--- src/ext_bus_defines.svh ---
`ifndef EXT_BUS_DEFINES_SVH
`define EXT_BUS_DEFINES_SVH

`define ADDR_W        16
`define DATA_W        16
`define GLOBAL_ALLOC_REG_W        8
`define GLOBAL_ALLOC_REG_ADDR     16'h0005
`define GLOBAL_ALLOC_REG_RESET    8'h00
`define MMR_LAST      16'h0005

`endif

--- src/ext_bus_pkg.sv ---
package ext_bus_pkg;
   typedef enum logic [1:0] {
      SPACE_PROG = 2'h0,
      SPACE_DATA = 2'h1,
      SPACE_IO   = 2'h2
   } space_t;

   typedef enum logic [3:0] {
      ST_IDLE = 4'h1,
      ST_WAIT = 4'h2,
      ST_HOLD = 4'h4,
      ST_DONE = 4'h8
   } bus_state_t;
endpackage

--- src/global_alloc_reg_if.sv ---
`timescale 1ns/100ps
`default_nettype none
interface global_alloc_reg_if;
   logic [7:0]  alloc;
   logic [15:0] addr;
   logic        in_global;
   modport owner (output alloc, input addr, output in_global);
   modport user  (input alloc, output addr, input in_global);
endinterface
`default_nettype wire

--- src/global_region.sv ---
`timescale 1ns/100ps
`default_nettype none
`include "ext_bus_defines.svh"
module global_region (
   input  wire logic       sys_clk_i,
   input  wire logic       reset_i,
   input  wire logic       wr_i,
   input  wire logic [7:0] wdata_i,
   global_alloc_reg_if.owner           gr
);
   import ext_bus_pkg::*;
   logic [7:0] global_alloc_reg;
   logic [7:0] next_global_alloc_reg;

   always_comb begin
      next_global_alloc_reg = wr_i ? wdata_i : global_alloc_reg;
   end

   always_ff @(posedge sys_clk_i) begin
      if (reset_i) begin
         global_alloc_reg <= `GLOBAL_ALLOC_REG_RESET;
      end else begin
         global_alloc_reg <= next_global_alloc_reg;
      end
   end

   assign gr.alloc = global_alloc_reg;
   // upper address byte at or above register value marks global region;
   // zero disables it
   assign gr.in_global = (global_alloc_reg != 8'h00) &&
                         (gr.addr[15:8] >= global_alloc_reg);
endmodule
`default_nettype wire

--- src/ext_bus_ctrl.sv ---
// Function
// - i/o uses shared buses, distinct strobe
// - stall core until ready completes cycle
// - 8-bit register sizes global data region
// - assert bus request for global data access
// - ready sets global cycle length
// - hold low floats bus, acknowledges
// - allocation register mapped at data word five
// - ready at once means no wait cycle
`timescale 1ns/100ps
`default_nettype none
`include "ext_bus_defines.svh"
module ext_bus_ctrl (
   input  wire logic                 sys_clk_i,
   input  wire logic                 reset_i,
   input  wire logic                 req_i,
   input  wire ext_bus_pkg::space_t  space_i,
   input  wire logic                 we_i,
   input  wire logic [15:0]          addr_i,
   input  wire logic [15:0]          wdata_i,
   output logic                      stall_o,
   output logic                      done_o,
   output logic [15:0]               rdata_o,
   output logic [15:0]               addr_o,
   output logic                      addr_oe_n_o,
   input  wire logic [15:0]          data_i,
   output logic [15:0]               data_o,
   output logic                      data_oe_n_o,
   output logic                      prog_strobe_n_o,
   output logic                      data_strobe_n_o,
   output logic                      io_strobe_n_o,
   output logic                      rw_o,
   output logic                      ctrl_oe_n_o,
   input  wire logic                 ready_i,
   output logic                      global_bus_request_n_o,
   input  wire logic                 hold_n_i,
   output logic                      hold_acknowledge_o
);
   import ext_bus_pkg::*;

   function automatic logic is_global_alloc_reg(input space_t sp, input logic [15:0] a);
      is_global_alloc_reg = (sp == SPACE_DATA) && (a == `GLOBAL_ALLOC_REG_ADDR);
   endfunction

   global_alloc_reg_if gr ();
   bus_state_t state, next_state;
   logic [15:0] addr_q, next_addr_q, wdata_q, next_wdata_q;
   logic [15:0] rdata_q, next_rdata_q;
   space_t      space_q, next_space_q;
   logic        we_q, next_we_q, br_q, next_br_q;
   logic        global_alloc_reg_hit;

   assign global_alloc_reg_hit = req_i && is_global_alloc_reg(space_i, addr_i);

   global_region u_region (
      .sys_clk_i (sys_clk_i),
      .reset_i   (reset_i),
      .wr_i      (global_alloc_reg_hit && we_i && state == ST_IDLE
                  && hold_n_i),
      .wdata_i   (wdata_i[7:0]),
      .gr        (gr)
   );
   assign gr.addr = addr_i;

   always_comb begin
      next_state   = state;
      next_addr_q  = addr_q;
      next_wdata_q = wdata_q;
      next_space_q = space_q;
      next_we_q    = we_q;
      next_br_q    = br_q;
      next_rdata_q = rdata_q;
      case (state)
         ST_IDLE: begin
            if (!hold_n_i) begin
               next_state = ST_HOLD;
            end else if (global_alloc_reg_hit) begin
               next_rdata_q = {8'h00, gr.alloc};
               next_state   = ST_DONE;
            end else if (req_i) begin
               next_addr_q  = addr_i;
               next_wdata_q = wdata_i;
               next_space_q = space_i;
               next_we_q    = we_i;
               // request only for global data accesses
               next_br_q = (space_i == SPACE_DATA) && gr.in_global
                           && addr_i > `MMR_LAST;
               next_state = ST_WAIT;
            end
         end
         ST_WAIT: begin
            // cycle ends on ready; first cycle sampled ready is zero-wait
            if (ready_i) begin
               next_rdata_q = data_i;
               next_br_q    = 1'b0;
               next_state   = ST_DONE;
            end
         end
         ST_DONE: begin
            // hold only honoured between cycles, never mid-cycle
            next_state = hold_n_i ? ST_IDLE : ST_HOLD;
         end
         ST_HOLD: begin
            if (hold_n_i) begin
               next_state = ST_IDLE;
            end
         end
         default: next_state = ST_IDLE;
      endcase
   end

   always_ff @(posedge sys_clk_i) begin
      if (reset_i) begin
         state   <= ST_IDLE;
         addr_q  <= 16'h0000;
         wdata_q <= 16'h0000;
         rdata_q <= 16'h0000;
         space_q <= SPACE_PROG;
         we_q    <= 1'b0;
         br_q    <= 1'b0;
      end else begin
         state   <= next_state;
         addr_q  <= next_addr_q;
         wdata_q <= next_wdata_q;
         rdata_q <= next_rdata_q;
         space_q <= next_space_q;
         we_q    <= next_we_q;
         br_q    <= next_br_q;
      end
   end

   logic active, floating;
   assign active   = (state == ST_WAIT);
   assign floating = (state == ST_HOLD);

   assign stall_o  = req_i && (state != ST_DONE);
   assign done_o   = (state == ST_DONE);
   assign rdata_o  = rdata_q;
   assign addr_o   = addr_q;
   assign data_o   = wdata_q;
   assign rw_o     = !we_q;
   assign addr_oe_n_o = floating;
   assign ctrl_oe_n_o = floating;
   assign data_oe_n_o = !(active && we_q);
   assign prog_strobe_n_o = !(active && space_q == SPACE_PROG);
   assign data_strobe_n_o = !(active && space_q == SPACE_DATA);
   assign io_strobe_n_o   = !(active && space_q == SPACE_IO);
   assign global_bus_request_n_o = !(active && br_q);
   assign hold_acknowledge_o = floating;

   a_hold_ack_float: assert property (@(posedge sys_clk_i) disable iff
      (reset_i) hold_acknowledge_o |-> addr_oe_n_o && ctrl_oe_n_o
      && data_oe_n_o) else $error("bus driven under hold ack");
   a_hold_no_mid: assert property (@(posedge sys_clk_i) disable iff
      (reset_i) active && !ready_i |=> !hold_acknowledge_o)
      else $error("hold taken mid cycle");
   a_hold_release: assert property (@(posedge sys_clk_i) disable iff
      (reset_i) hold_acknowledge_o && hold_n_i |=> !hold_acknowledge_o)
      else $error("hold ack not released");
   a_hold_grant: assert property (@(posedge sys_clk_i) disable iff
      (reset_i) state == ST_IDLE && !hold_n_i |=> hold_acknowledge_o)
      else $error("hold not acknowledged");
   a_wait_ready: assert property (@(posedge sys_clk_i) disable iff
      (reset_i) active && !ready_i |=> active)
      else $error("cycle ended without ready");
   a_zero_wait: assert property (@(posedge sys_clk_i) disable iff
      (reset_i) active && ready_i |=> done_o)
      else $error("wait inserted with ready");
   a_br_data_only: assert property (@(posedge sys_clk_i) disable iff
      (reset_i) !global_bus_request_n_o |-> !data_strobe_n_o
      && prog_strobe_n_o && io_strobe_n_o)
      else $error("request outside data access");
   a_io_distinct: assert property (@(posedge sys_clk_i) disable iff
      (reset_i) !io_strobe_n_o |-> data_strobe_n_o && prog_strobe_n_o)
      else $error("io strobe overlaps memory");
   a_global_alloc_reg_write: assert property (@(posedge sys_clk_i) disable iff
      (reset_i) state == ST_IDLE && hold_n_i && global_alloc_reg_hit && we_i
      |=> gr.alloc == $past(wdata_i[7:0]))
      else $error("allocation write lost");

   // a done strobe longer than one cycle would let the core retire twice
   a_done_pulse: assert property (@(posedge sys_clk_i) disable iff
      (reset_i) done_o |=> !done_o)
      else $error("done longer than one cycle");

   // address must not wander while the far side is still answering
   a_addr_steady: assert property (@(posedge sys_clk_i) disable iff
      (reset_i) active && !ready_i |=> $stable(addr_o))
      else $error("address moved in wait");

   // register access is internal, so no strobe may reach the pins
   a_global_alloc_reg_no_bus: assert property (@(posedge sys_clk_i) disable iff
      (reset_i) state == ST_IDLE && hold_n_i && global_alloc_reg_hit
      |=> prog_strobe_n_o && data_strobe_n_o && io_strobe_n_o)
      else $error("allocation access on bus");

   // request is only meaningful inside a running cycle
   a_br_idle_off: assert property (@(posedge sys_clk_i) disable iff
      (reset_i) !active |-> global_bus_request_n_o)
      else $error("request outside a cycle");

   // a global data access must raise the request in its first cycle
   a_br_region: assert property (@(posedge sys_clk_i) disable iff
      (reset_i) state == ST_IDLE && hold_n_i && req_i && !global_alloc_reg_hit
      && space_i == SPACE_DATA && gr.in_global && addr_i > `MMR_LAST
      |=> !global_bus_request_n_o)
      else $error("global access without request");

   // data pins only driven on writes, so direction must agree
   a_rw_write: assert property (@(posedge sys_clk_i) disable iff
      (reset_i) !data_oe_n_o |-> !rw_o)
      else $error("data driven on a read");

   // outside hold the address and control pins stay driven
   a_own_bus: assert property (@(posedge sys_clk_i) disable iff
      (reset_i) !hold_acknowledge_o |-> !addr_oe_n_o && !ctrl_oe_n_o)
      else $error("bus floated without hold");
endmodule
`default_nettype wire

--- config.mk ---
export PLATFORM = sky130hd
export DESIGN_NAME = ext_bus_ctrl
export DESIGN_NICKNAME = d
export VERILOG_FILES = /design/src/ext_bus_pkg.sv /design/src/global_alloc_reg_if.sv /design/src/global_region.sv /design/src/ext_bus_ctrl.sv
export VERILOG_INCLUDE_DIRS = /design/src
export SDC_FILE = /design/constraint.sdc
export NUM_CORES = 1
export LEC_CHECK = 0
export CORE_MARGIN = 2
export CORE_UTILIZATION = 30
export CTS_CLUSTER_DIAMETER = 120
export DETAILED_ROUTE_END_ITERATION = 8
export DONT_BUFFER_PORTS = 1
export HOLD_SLACK_MARGIN = 0.1
export PLACE_DENSITY = 0.43
export SETUP_SLACK_MARGIN = 0.5
export SLEW_MARGIN = 20
export SYNTH_ARGS = -nofsm -noshare
export SYNTH_HDL_FRONTEND = slang
export SYNTH_SLANG_ARGS = --single-unit
--- constraint.sdc ---
create_clock -name sys_clk_i -period 2.3 [get_ports sys_clk_i]
set_input_delay 0.345 -clock sys_clk_i [delete_from_list [all_inputs] [get_ports sys_clk_i]]
set_output_delay 0.345 -clock sys_clk_i [all_outputs]
set_load 0.02 [all_outputs]
; ---- After elaboration in Yosys (flattened, before gate mapping)
; Index checks and enable logic that the tools add are counted.
[word_totals]
register_bits = 64
input_bits = 56
word_cells = 70
[op_classes]
n_lt_le_gt_ge = 2
eq_ne = 16
muxes = 16
bitwise_logic = 1
reduce_logical = 27
[ops]
columns = op, count
row1 = two-way mux 16 bit, 3
row2 = one-hot mux 16 bit (2 select lines), 1
row3 = two-way mux 4 bit, 5
row4 = "equality test 16 x 3 -> 1 bit, second input constant", 1
row5 = "> comparator 16 x 3 -> 1 bit, second input constant", 1
row6 = one-hot mux 4 bit (4 select lines), 1
row7 = logical AND 1 bit, 14
row8 = "inequality test 2 bit, second input constant", 5
row9 = greater-or-equal comparator 8 bit, 1
row10 = "inequality test 4 bit, second input constant", 2
row11 = AND reduction 4 bit, 2
row12 = nonzero test 8 bit, 1
row13 = logical NOT 1 bit, 6
row14 = AND reduction 5 bit, 1
row15 = "equality test 2 x 1 -> 1 bit, second input constant", 2
row16 = "equality test 4 x 1 -> 1 bit, second input constant", 1
row17 = "equality test 4 x 2 -> 1 bit, second input constant", 1
row18 = "equality test 4 x 3 -> 1 bit, second input constant", 1
row19 = "equality test 4 bit, second input constant", 1
row20 = two-way mux 1 bit, 4
row21 = two-way mux 3 bit, 1
row22 = AND reduction 3 bit, 1
row23 = "equality test 2 bit, second input constant", 1
row24 = logical NOT 2 bit, 1
row25 = other kinds (4), 4

; ---- Logic depth before layout (Yosys ltp)
; Gate-level depths: netlist (run 1).
[depth]
depth_word = 8
depth_mapped = 8
ltp_nobuf = 7

; ---- By module
; A second synthesis (run 1) with hierarchy kept.
[hier_totals]
hier_cells = 406
area_unflattened_um2 = 3450.8
[modules_own_cells]
columns = module, instances, cells_each, area_each_um2, seq_area_each_um2
row1 = ext_bus_ctrl, 1, 350, 2964.1, 1121.1
row2 = global_region, 1, 56, 486.7, 160.2

; ---- Worst setup path before layout (run 1)
; No wires, ideal clock.
[synth_timing]
path_type = register to output
start = reg state[3]
end = out prog_strobe_n_o
arrival_time_ns = 1.732
slack_ns = 0.223
stages_incl_launch_ff = 6
path_cell_list = dfxtp_1 buf_2 or4b_1 buf_2 buf_1 or3_1
[synth_via]
elab_chain_len = 3
[synth_lines]
columns = element, line
row1 = from (decl), ext_bus_ctrl.sv:46  ; bus_state_t state, next_state;
row2 = from (signal assigned), ext_bus_ctrl.sv:122  ; state <= next_state;
row3 = equality test 4 x 2 -> 1 bit, ext_bus_ctrl.sv:133  ; assign active = (state == ST_WAIT);
row4 = logical AND 1 bit, ext_bus_ctrl.sv:145  ; assign prog_strobe_n_o = !(active && space_q == SPACE_PROG);
row5 = logical NOT 1 bit, ext_bus_ctrl.sv:145
row6 = to (decl), ext_bus_ctrl.sv:29  ; output logic prog_strobe_n_o,
; Every way passes these cells.

; ---- Final worst setup path (run 1)
; Same ends and word-level chain as after synthesis.

==> reports/qor.log, run 1 <==
[status] status complete, no violations
[job] max_cap viols 0
[synthesis] yosys synthesis warning count 0
[final_layout] number of standard cells in the final layout excluding fillers 504
[timing] count of final max-slew check failures 0
[floorplanning] total number of placement rows 35
[timing] worst hold-check slack 0.115 ns
[timing] setup repair after global routing missed its margin true
[synthesis] number of enable-type register cells in the synthesized netlist 0
[power] Pleak 1.36 nW
[synthesis] share of synthesized area occupied by flip-flops and latches 44.1%
[final_layout] count of antenna diodes in the layout 0
[setup_path] CP Data Required Time 1.96 ns
[synthesis] most instantiated flip-flop cell in the synthesis netlist dfxtp_1
[cts] clock latency on the worst-skew pair 0.34 ns
[place] placement-stage cell area 3130 sq um
[timing] Fmax 487 MHz
[cts] number of sinks driven by the clock tree 64
[detailed_routing] mean routed wirelength per cell 17.1 um
[synthesis] cell types with the largest area share after synthesis dfxtp_1, nand2_1, a21oi_1
[power] Clk network pwr share 42.5%
[final_layout] Fillers 951
[setup_path] Worst setup EP type primary output
[timing] max_slew headroom 77.1%
[floorplanning] y dimension of the die 102 um
[grt] overall overflow remaining after global route 0
[detailed_routing] DRC 0
[power] Int Pwr 0.00190 W
[floorplanning] Ports 115
[min_path] instance count along the most critical hold path 2
[synthesis] cell accounting for the most synthesized area dfxtp_1
[setup_path] flop-to-flop setup slack 0.26 ns
[synthesis] post-synth cell types 43
[detailed_routing] number of design-rule violations left by the first detailed-router iteration 76
[detailed_routing] via density per instance 4.98
[min_path] path type of the worst min-delay path primary input to flip-flop
[floorplanning] core region area 9330 sq um
[grt] total global-route track usage 16.1%
[power] switching part of the total 27.9%
[synthesis] dominant cell by count in the synthesized netlist nand2_1
[grt] initial antenna violation count 0
[setup_path] highest net fanout along the worst path 2
[synthesis] Synth Cell Area 2910 sq um
[final_layout] multi-input gate area in the final layout 1680 sq um
[floorplanning] initial standard-cell utilization of the core 31.2%
[synthesis] nets in the synthesized netlist 407
[cts] TritonCTS clock tree done
[power] sequential fraction of design power 46.8%
[timing] slew of the pin with the lowest slew margin 0.344 ns
[synthesis] Post-synth top cells nand2_1, dfxtp_1, a21oi_1, nor2_1
[setup_path] reg2reg path depth 9
[final_layout] post-route standard cell area excluding fillers 3860 sq um
[cts] clock transition time at the flip-flop clock pins of the worst setup and hold paths 0.07 ns
[synthesis] share of flip-flops with an asynchronous set or reset 0%
[detailed_routing] overall routed net length 8630 um
[power] Psw 0.000736 W
[place] Post-Place Cells 461
[timing] clock skew 0.0120 ns
[timing] number of endpoints failing setup at the final stage 0
[timing] final critical-path required period 2.05 ns
[power] part of the total power dissipated in combinational logic 10.7%
[final_layout] number of nets at the end of the flow 434
[grt] maximum number of pins on one net before global-route repair 55
[detailed_routing] number of routed nets with antenna violations 0
[grt] global-route wire length before repair 12800 um
[final_layout] proportion of layout cells with a drive suffix above 1 26.9%
[place] number of port buffers 0
[cts] H-tree levels 3
[synthesis] flops & latches, synth 64
[final_layout] area occupied by registers 1290 sq um
[place] HPWL Detailed 5610 um
[floorplanning] die area 10500 sq um
[synthesis] share of the synthesized area in the top cell type 44.1%
[timing] setup total negative slack 0 ns
[setup_path] type of element launching the critical path flip-flop
[cts] clock root buffer clkbuf_8
[place] GPL Wtd Cong 0.705
[detailed_routing] total iterations of the first detailed-routing run 4
[setup_path] type of the setup path with the least slack flip-flop to primary output
[timing] final count of hold timing violations 0
[grt] via count of the first global-routing pass 2389
[setup_path] Arrival @ worst endpoint 1.71 ns
[synthesis] cell count after synthesis 343
[power] Cell Pwr Density 684 nW/um^2
[floorplanning] Die Width 102 um
[timing] final period utilization 89.3%
[final_layout] synthesis-to-finish area growth 32.9%
[power] Worst VDD drop 291 uV
[detailed_routing] vias post-DR 2511
[synthesis] Synth Area per Inst 8.47 sq um
[cts] cts bufs inserted 9
[cts] buffers from clock root to sink, at most 2
[timing repair]
item / CTS / global route
resized for setup: 36 / 22
setup buffers: 13 / 8
pin swaps: 6 / 10
hold endpoints to repair: 54 / 0
cloned: 2 / 1
hold buffers: 3 / 0
endpoints found under the setup margin: 24 / 40
[metal layers]
| metal | up-vias | wire length [um] | track usage, % |
|---|---|---|---|
| met5 | - | 0 | 0 |
| met4 | 0 | 121 | 6.15 |
| met3 | 11 | 728 | 6.09 |
| met2 | 79 | 3900 | 24.4 |
| met1 | 1174 | 3880 | 20.9 |
| li1 | 1247 | - | - |
[layout by cell type (no fill, tap or decap), types with 2 or more instances in the layout]
cell / count
nor3_2: 2
dfxtp_2: 5
bufinv_16: 2
dfxtp_1: 58
o221a_1: 3
o21ai_0: 5
a221oi_4: 2
a221oi_2: 6
or3_4: 4
clkinv_4: 2
a21oi_1: 46
buf_12: 3
buf_6: 14
nand2_1: 73
dlygate4sd3_1: 2
buf_4: 17
clkbuf_8: 9
nor4_4: 3
nor4_1: 3
mux2i_1: 9
nand2b_1: 2
nand2_4: 2
inv_1: 11
nor3_4: 2
buf_8: 3
o221a_4: 5
ha_1: 8
buf_16: 2
nor3_1: 8
nor2_1: 35
inv_6: 2
[flip-flops by register name, summed over array words and instances (netlist names)]
| register | count |
|---|---|
| data_o | 16 |
| br_q | 1 |
| u_region.gr.alloc | 8 |
| addr_o | 16 |
| state | 4 |
| rdata_o | 16 |
| space_q | 2 |
| we_q | 1 |
[through the flow]
step	power, W	utilization [%]	worst slack, ns
floorplan	0.00143	-	0.328
global placement	0.00147	33.5	0.205
detailed placement	0.00147	33.5	0.140
CTS	0.00266	39.7	0.184
global route	0.00276	41.4	0.189
finish	0.00264	41.4	0.245
[logic make-up after synthesis]
group           synth area share, %
simple gates                   23.8
mux                            3.10
flops                          44.1
xor+xnor                      0.301
buf+inv                        6.20
fa+ha+maj                      3.44
compound gates                 19.0
[power groups by stage]
| stage | clock, W | combinational [W] | sequential, W |
|---|---|---|---|
| after global placement | 0 | 0.000207 | 0.00126 |
| final | 0.00112 | 0.000283 | 0.00124 |
| after global routing | 0.00120 | 0.000315 | 0.00124 |
| after floorplan | 0 | 0.000193 | 0.00124 |
| after CTS | 0.00116 | 0.000267 | 0.00124 |
| after detailed placement | 0 | 0.000209 | 0.00126 |
[worst max-delay path, stage by stage (launching register included)]
cell and delay [ns]:
dfxtp_4 0.36, buf_8 0.11, or4b_4 0.52, or3_4 0.38
[layout make-up]
class,count,share of cell area [%]
clock buffers,9,3.21
clock inverters,7,2.66
inverters,11,1.07
multi-input cells,243,43.4
flip-flops and latches,64,33.4
well taps,129,4.18
repair buffers,41,12.1
[final timing paths]
check / end / startpoint
max: prog_strobe_n_o / state[3]
min: state[0] / reset_i
max reg2reg: rdata_o[0] / state[3]
min reg2reg: space_q[1] / space_q[1]
No activity file was read; power rests on OpenSTA's default activity.
==> inputs of run 2 (changes only) <==
- CORE_UTILIZATION: 30 -> 55
- PLACE_DENSITY: 0.43 -> 0.69
- SYNTH_HIERARCHICAL: unset -> 1
==> run 2 against run 1 <==
Compared with the run above:
- design area up 3.5%
- clock skew down 0.0035 ns
- global-route usage up 11 points
- clock power down 4%
- sequential cell count unchanged
- worst hold slack worse by 0.00074 ns
- sequential power about the same
- final cell count down 4.4%
- first-iteration DRC count rose to 2.9 times the previous value
- synthesized cell count up 18%
- area after synthesis up 19%
- register-to-register slack better by 0.21 ns
- critical path type unchanged
- highest routed layer unchanged
==> reports/qor.log, run 2 <==
[timing] setup total negative slack 0 ns [unchanged]
[setup_path] Worst setup EP type primary output
[cts] clock transition time at the flip-flop clock pins of the worst setup and hold paths 0.08 ns [about the same]
[setup_path] type of the setup path with the least slack flip-flop to primary output
[final_layout] most frequent cells in the layout dfxtp_1, nand4_1, nand2_1, nand2b_1, buf_4
[final_layout] Fillers 497 [-48%]
[detailed_routing] DRC 0 [unchanged]
[synthesis] post-synth cell types 48 [+12%]
[synthesis] xor/xnor cell area share of the yosys netlist 0.254% [-0.048 points]
[synthesis] share of synthesized area occupied by flip-flops and latches 37.1% [-7.0 points]
[timing] number of endpoints failing setup at the final stage 0 [unchanged]
[grt] global-route wire length before repair 15400 um [+20%]
[floorplanning] total number of placement rows 28 [-20%]
[final_layout] synthesis-to-finish area growth 15.8%
[power] Psw 0.000769 W [+4.5%]
[job] max_cap viols 0 [unchanged]
[setup_path] termination of the worst setup path prog_strobe_n_o
[power] part of the total power dissipated in combinational logic 12.0% [+1.3 points]
[synthesis] cell accounting for the most synthesized area dfxtp_1
[cts] buffers from clock root to sink, at most 2 [unchanged]
[timing] final count of hold timing violations 0 [unchanged]
[timing] count of final max-slew check failures 0 [unchanged]
[detailed_routing] vias post-DR 3291 [+31%]
[detailed_routing] mean routed wirelength per cell 20.3 um [+19%]
[synthesis] Synth Cell Area 3450 sq um [+19%]
[cts] H-tree levels 3 [unchanged]
[cts] clock latency on the worst-skew pair 0.34 ns [about the same]
[grt] overall overflow remaining after global route 0 [unchanged]
[place] setup slack at placement 0.304 ns [+0.165 ns]
[floorplanning] Die Width 83.2 um [-19%]
[grt] via count of the first global-routing pass 2988 [+25%]
[synthesis] nets in the synthesized netlist 470 [+15%]
[final_layout] area occupied by registers 1300 sq um [+0.87%]
[synthesis] cell types with the largest area share after synthesis dfxtp_1, nand4_1, nor4_1
[synthesis] dominant combinational cell family by area after synthesis simple AND/OR/NAND/NOR gates
[final_layout] multi-input gate area in the final layout 2050 sq um [+22%]
[timing] clock skew 0.00850 ns [-0.00348 ns]
[grt] initial antenna violation count 0 [unchanged]
[min_path] path type of the worst min-delay path primary input to flip-flop
[power] Pleak 1.28 nW [-6.1%]
[synthesis] share of the synthesized area in the top cell type 37.1% [-7.0 points]
[setup_path] reg2reg end br_q
[detailed_routing] total iterations of the first detailed-routing run 5 [+1]
[synthesis] Synth Area per Inst 8.50 sq um [+0.30%]
[floorplanning] initial standard-cell utilization of the core 57.6% [+26 points]
[place] number of port buffers 0 [unchanged]
[setup_path] Arrival @ worst endpoint 1.54 ns [-0.17 ns]
[detailed_routing] number of design-rule violations left by the first detailed-router iteration 222 [+190%]
[detailed_routing] number of routed nets with antenna violations 0 [unchanged]
[floorplanning] die area 6920 sq um [-34%]
[grt] total global-route track usage 27.0% [+11 points]
[floorplanning] core region area 5990 sq um [-36%]
[power] switching part of the total 28.8% [+0.92 points]
[detailed_routing] overall routed net length 9810 um [+14%]
[cts] cts bufs inserted 9 [unchanged]
[synthesis] dominant cell by count in the synthesized netlist dfxtp_1
[final_layout] count of antenna diodes in the layout 0 [unchanged]
[timing] Fmax 532 MHz [+9.3%]
[cts] number of sinks driven by the clock tree 64 [unchanged]
[final_layout] Core Util, Final 66.7% [+25 points]
[synthesis] yosys synthesis warning count 6 [+6]
[synthesis] post-synthesis share of cell area spent on and, or, nand and nor gates 25.7% [+1.9 points]
[setup_path] type of element launching the critical path flip-flop
[synthesis] share of flip-flops with an asynchronous set or reset 0% [unchanged]
[synthesis] number of enable-type register cells in the synthesized netlist 0 [unchanged]
[min_path] startpoint of the tightest hold check path reset_i
[power] Worst VDD drop 367 uV [+26%]
[synthesis] cell count after synthesis 406 [+18%]
[timing] slew of the pin with the lowest slew margin 0.988 ns [+0.644 ns]
[detailed_routing] via density per instance 6.83 [+37%]
[timing] final period utilization 81.8% [-7.6 points]
[setup_path] CP Data Required Time 1.96 ns [about the same]
[setup_path] flop-to-flop setup slack 0.47 ns [+0.21 ns]
[setup_path] reg2reg path depth 8 [-1]
[place] GPL Wtd Cong 0.865 [+23%]
[power] sequential fraction of design power 47.6% [+0.8 points]
[setup_path] highest net fanout along the worst path 5 [+3]
[timing] worst path setup slack after routing 0.419 ns [+0.174 ns]
[floorplanning] y dimension of the die 83.2 um [-19%]
[power] Cell Pwr Density 669 nW/um^2 [-2.2%]
[cts] clock root buffer clkbuf_8
[synthesis] post-synthesis adder-cell area fraction 2.90% [-0.54 points]
[cts] TritonCTS clock tree done
[final_layout] number of nets at the end of the flow 466 [+7.4%]
[place] HPWL Detailed 6210 um [+11%]
[synthesis] flops & latches, synth 64 [unchanged]
[synthesis] synthesized-area fraction occupied by ao, oa, aoi and oai cells 23.4% [+4.4 points]
[timing] max_slew headroom 33.9% [-43 points]
[synthesis] fraction of synthesized area in multiplexers 2.32% [-0.78 points]
[final_layout] proportion of layout cells with a drive suffix above 1 23.8% [-3.1 points]
[setup_path] reg2reg start u_region/gr.alloc[1]
[power] Int Pwr 0.00190 W [about the same]
[synthesis] most instantiated flip-flop cell in the synthesis netlist dfxtp_1
[status] status complete, no violations
[timing] setup repair after global routing missed its margin true
[power] Clk network pwr share 40.4% [-2.1 points]
[synthesis] Post-synth top cells dfxtp_1, nand4_1, nor4_1, nand2b_1
[setup_path] start point of the critical path state[2]
[grt] maximum number of pins on one net before global-route repair 65 [+18%]
[floorplanning] Ports 115 [unchanged]
[final_layout] commonest non-fill, non-tap cell in the layout dfxtp_1
[timing] final critical-path required period 1.88 ns [-0.174 ns]
[min_path] instance count along the most critical hold path 2 [unchanged]
run 2: worst max-delay path, stage by stage (launching register included):
cell and delay, ns:
dfxtp_2 0.34, buf_6 0.13, nor4b_4 0.27, or3b_4 0.46
run 2: cells by family after synthesis:
family,count (synthesis)
AND/OR/NAND/NOR,155
AO/OA/AOI/OAI,109
flip-flops,64
buffers and inverters,61
multiplexers,8
adder cells (fa/ha/maj),8
XOR/XNOR,1
run 2: worst min-delay path by stage:
| stage | to | slack (ns) |
|---|---|---|
| after CTS | state[0] | 0.11 |
| after floorplan | rdata_o[10] | 0.48 |
| final | state[0] | 0.11 |
| after global routing | state[0] | 0.11 |
| after detailed placement | rdata_o[8] | 0.42 |
| after global placement | rdata_o[8] | 0.42 |
run 2: power groups by stage:
stage                     logic, W  registers, W  clock network (W)
after floorplan           0.000229       0.00128                  0
after global placement    0.000261       0.00130                  0
after detailed placement  0.000268       0.00130                  0
after CTS                 0.000283       0.00127            0.00109
after global routing      0.000350       0.00128            0.00114
final                     0.000320       0.00127            0.00108
run 2: cell type report:
class                   count  area share [%]
repair buffers             31            6.83
inverters                  15            1.41
multi-input cells         281            51.3
clock inverters             7            2.41
well taps                  75            2.35
flip-flops and latches     64            32.6
clock buffers               9            3.10
run 2: metal layers:
metal / track usage (%) / vias up / routed length [um]
met2: 43.0 / 123 / 4740
met3: 7.16 / 16 / 748
met4: 9.24 / 0 / 157
met5: 0 / - / 0
met1: 35.5 / 1597 / 4170
li1: - / 1555 / -
run 2: through the flow:
| step | instance area (sq um) | std cells | hold WS, ns | power, W |
|---|---|---|---|---|
| final | 4000 | 482 | 0.114 | 0.00267 |
| after global routing | 4000 | 482 | 0.113 | 0.00277 |
| after CTS | 3830 | 475 | 0.106 | 0.00265 |
| after detailed placement | 3480 | 450 | 0.420 | 0.00157 |
| after global placement | 3480 | 450 | 0.418 | 0.00156 |
| after floorplan | 3490 | 406 | 0.481 | 0.00151 |
run 2: repair_timing:
item,4_1_cts,5_1_grt
endpoints found under the hold margin,25,0
setup endpoints to repair,56,57
pin swaps,6,7
resized for setup,17,30
hold buffers,1,0
buffers inserted,8,6
gates cloned,0,1
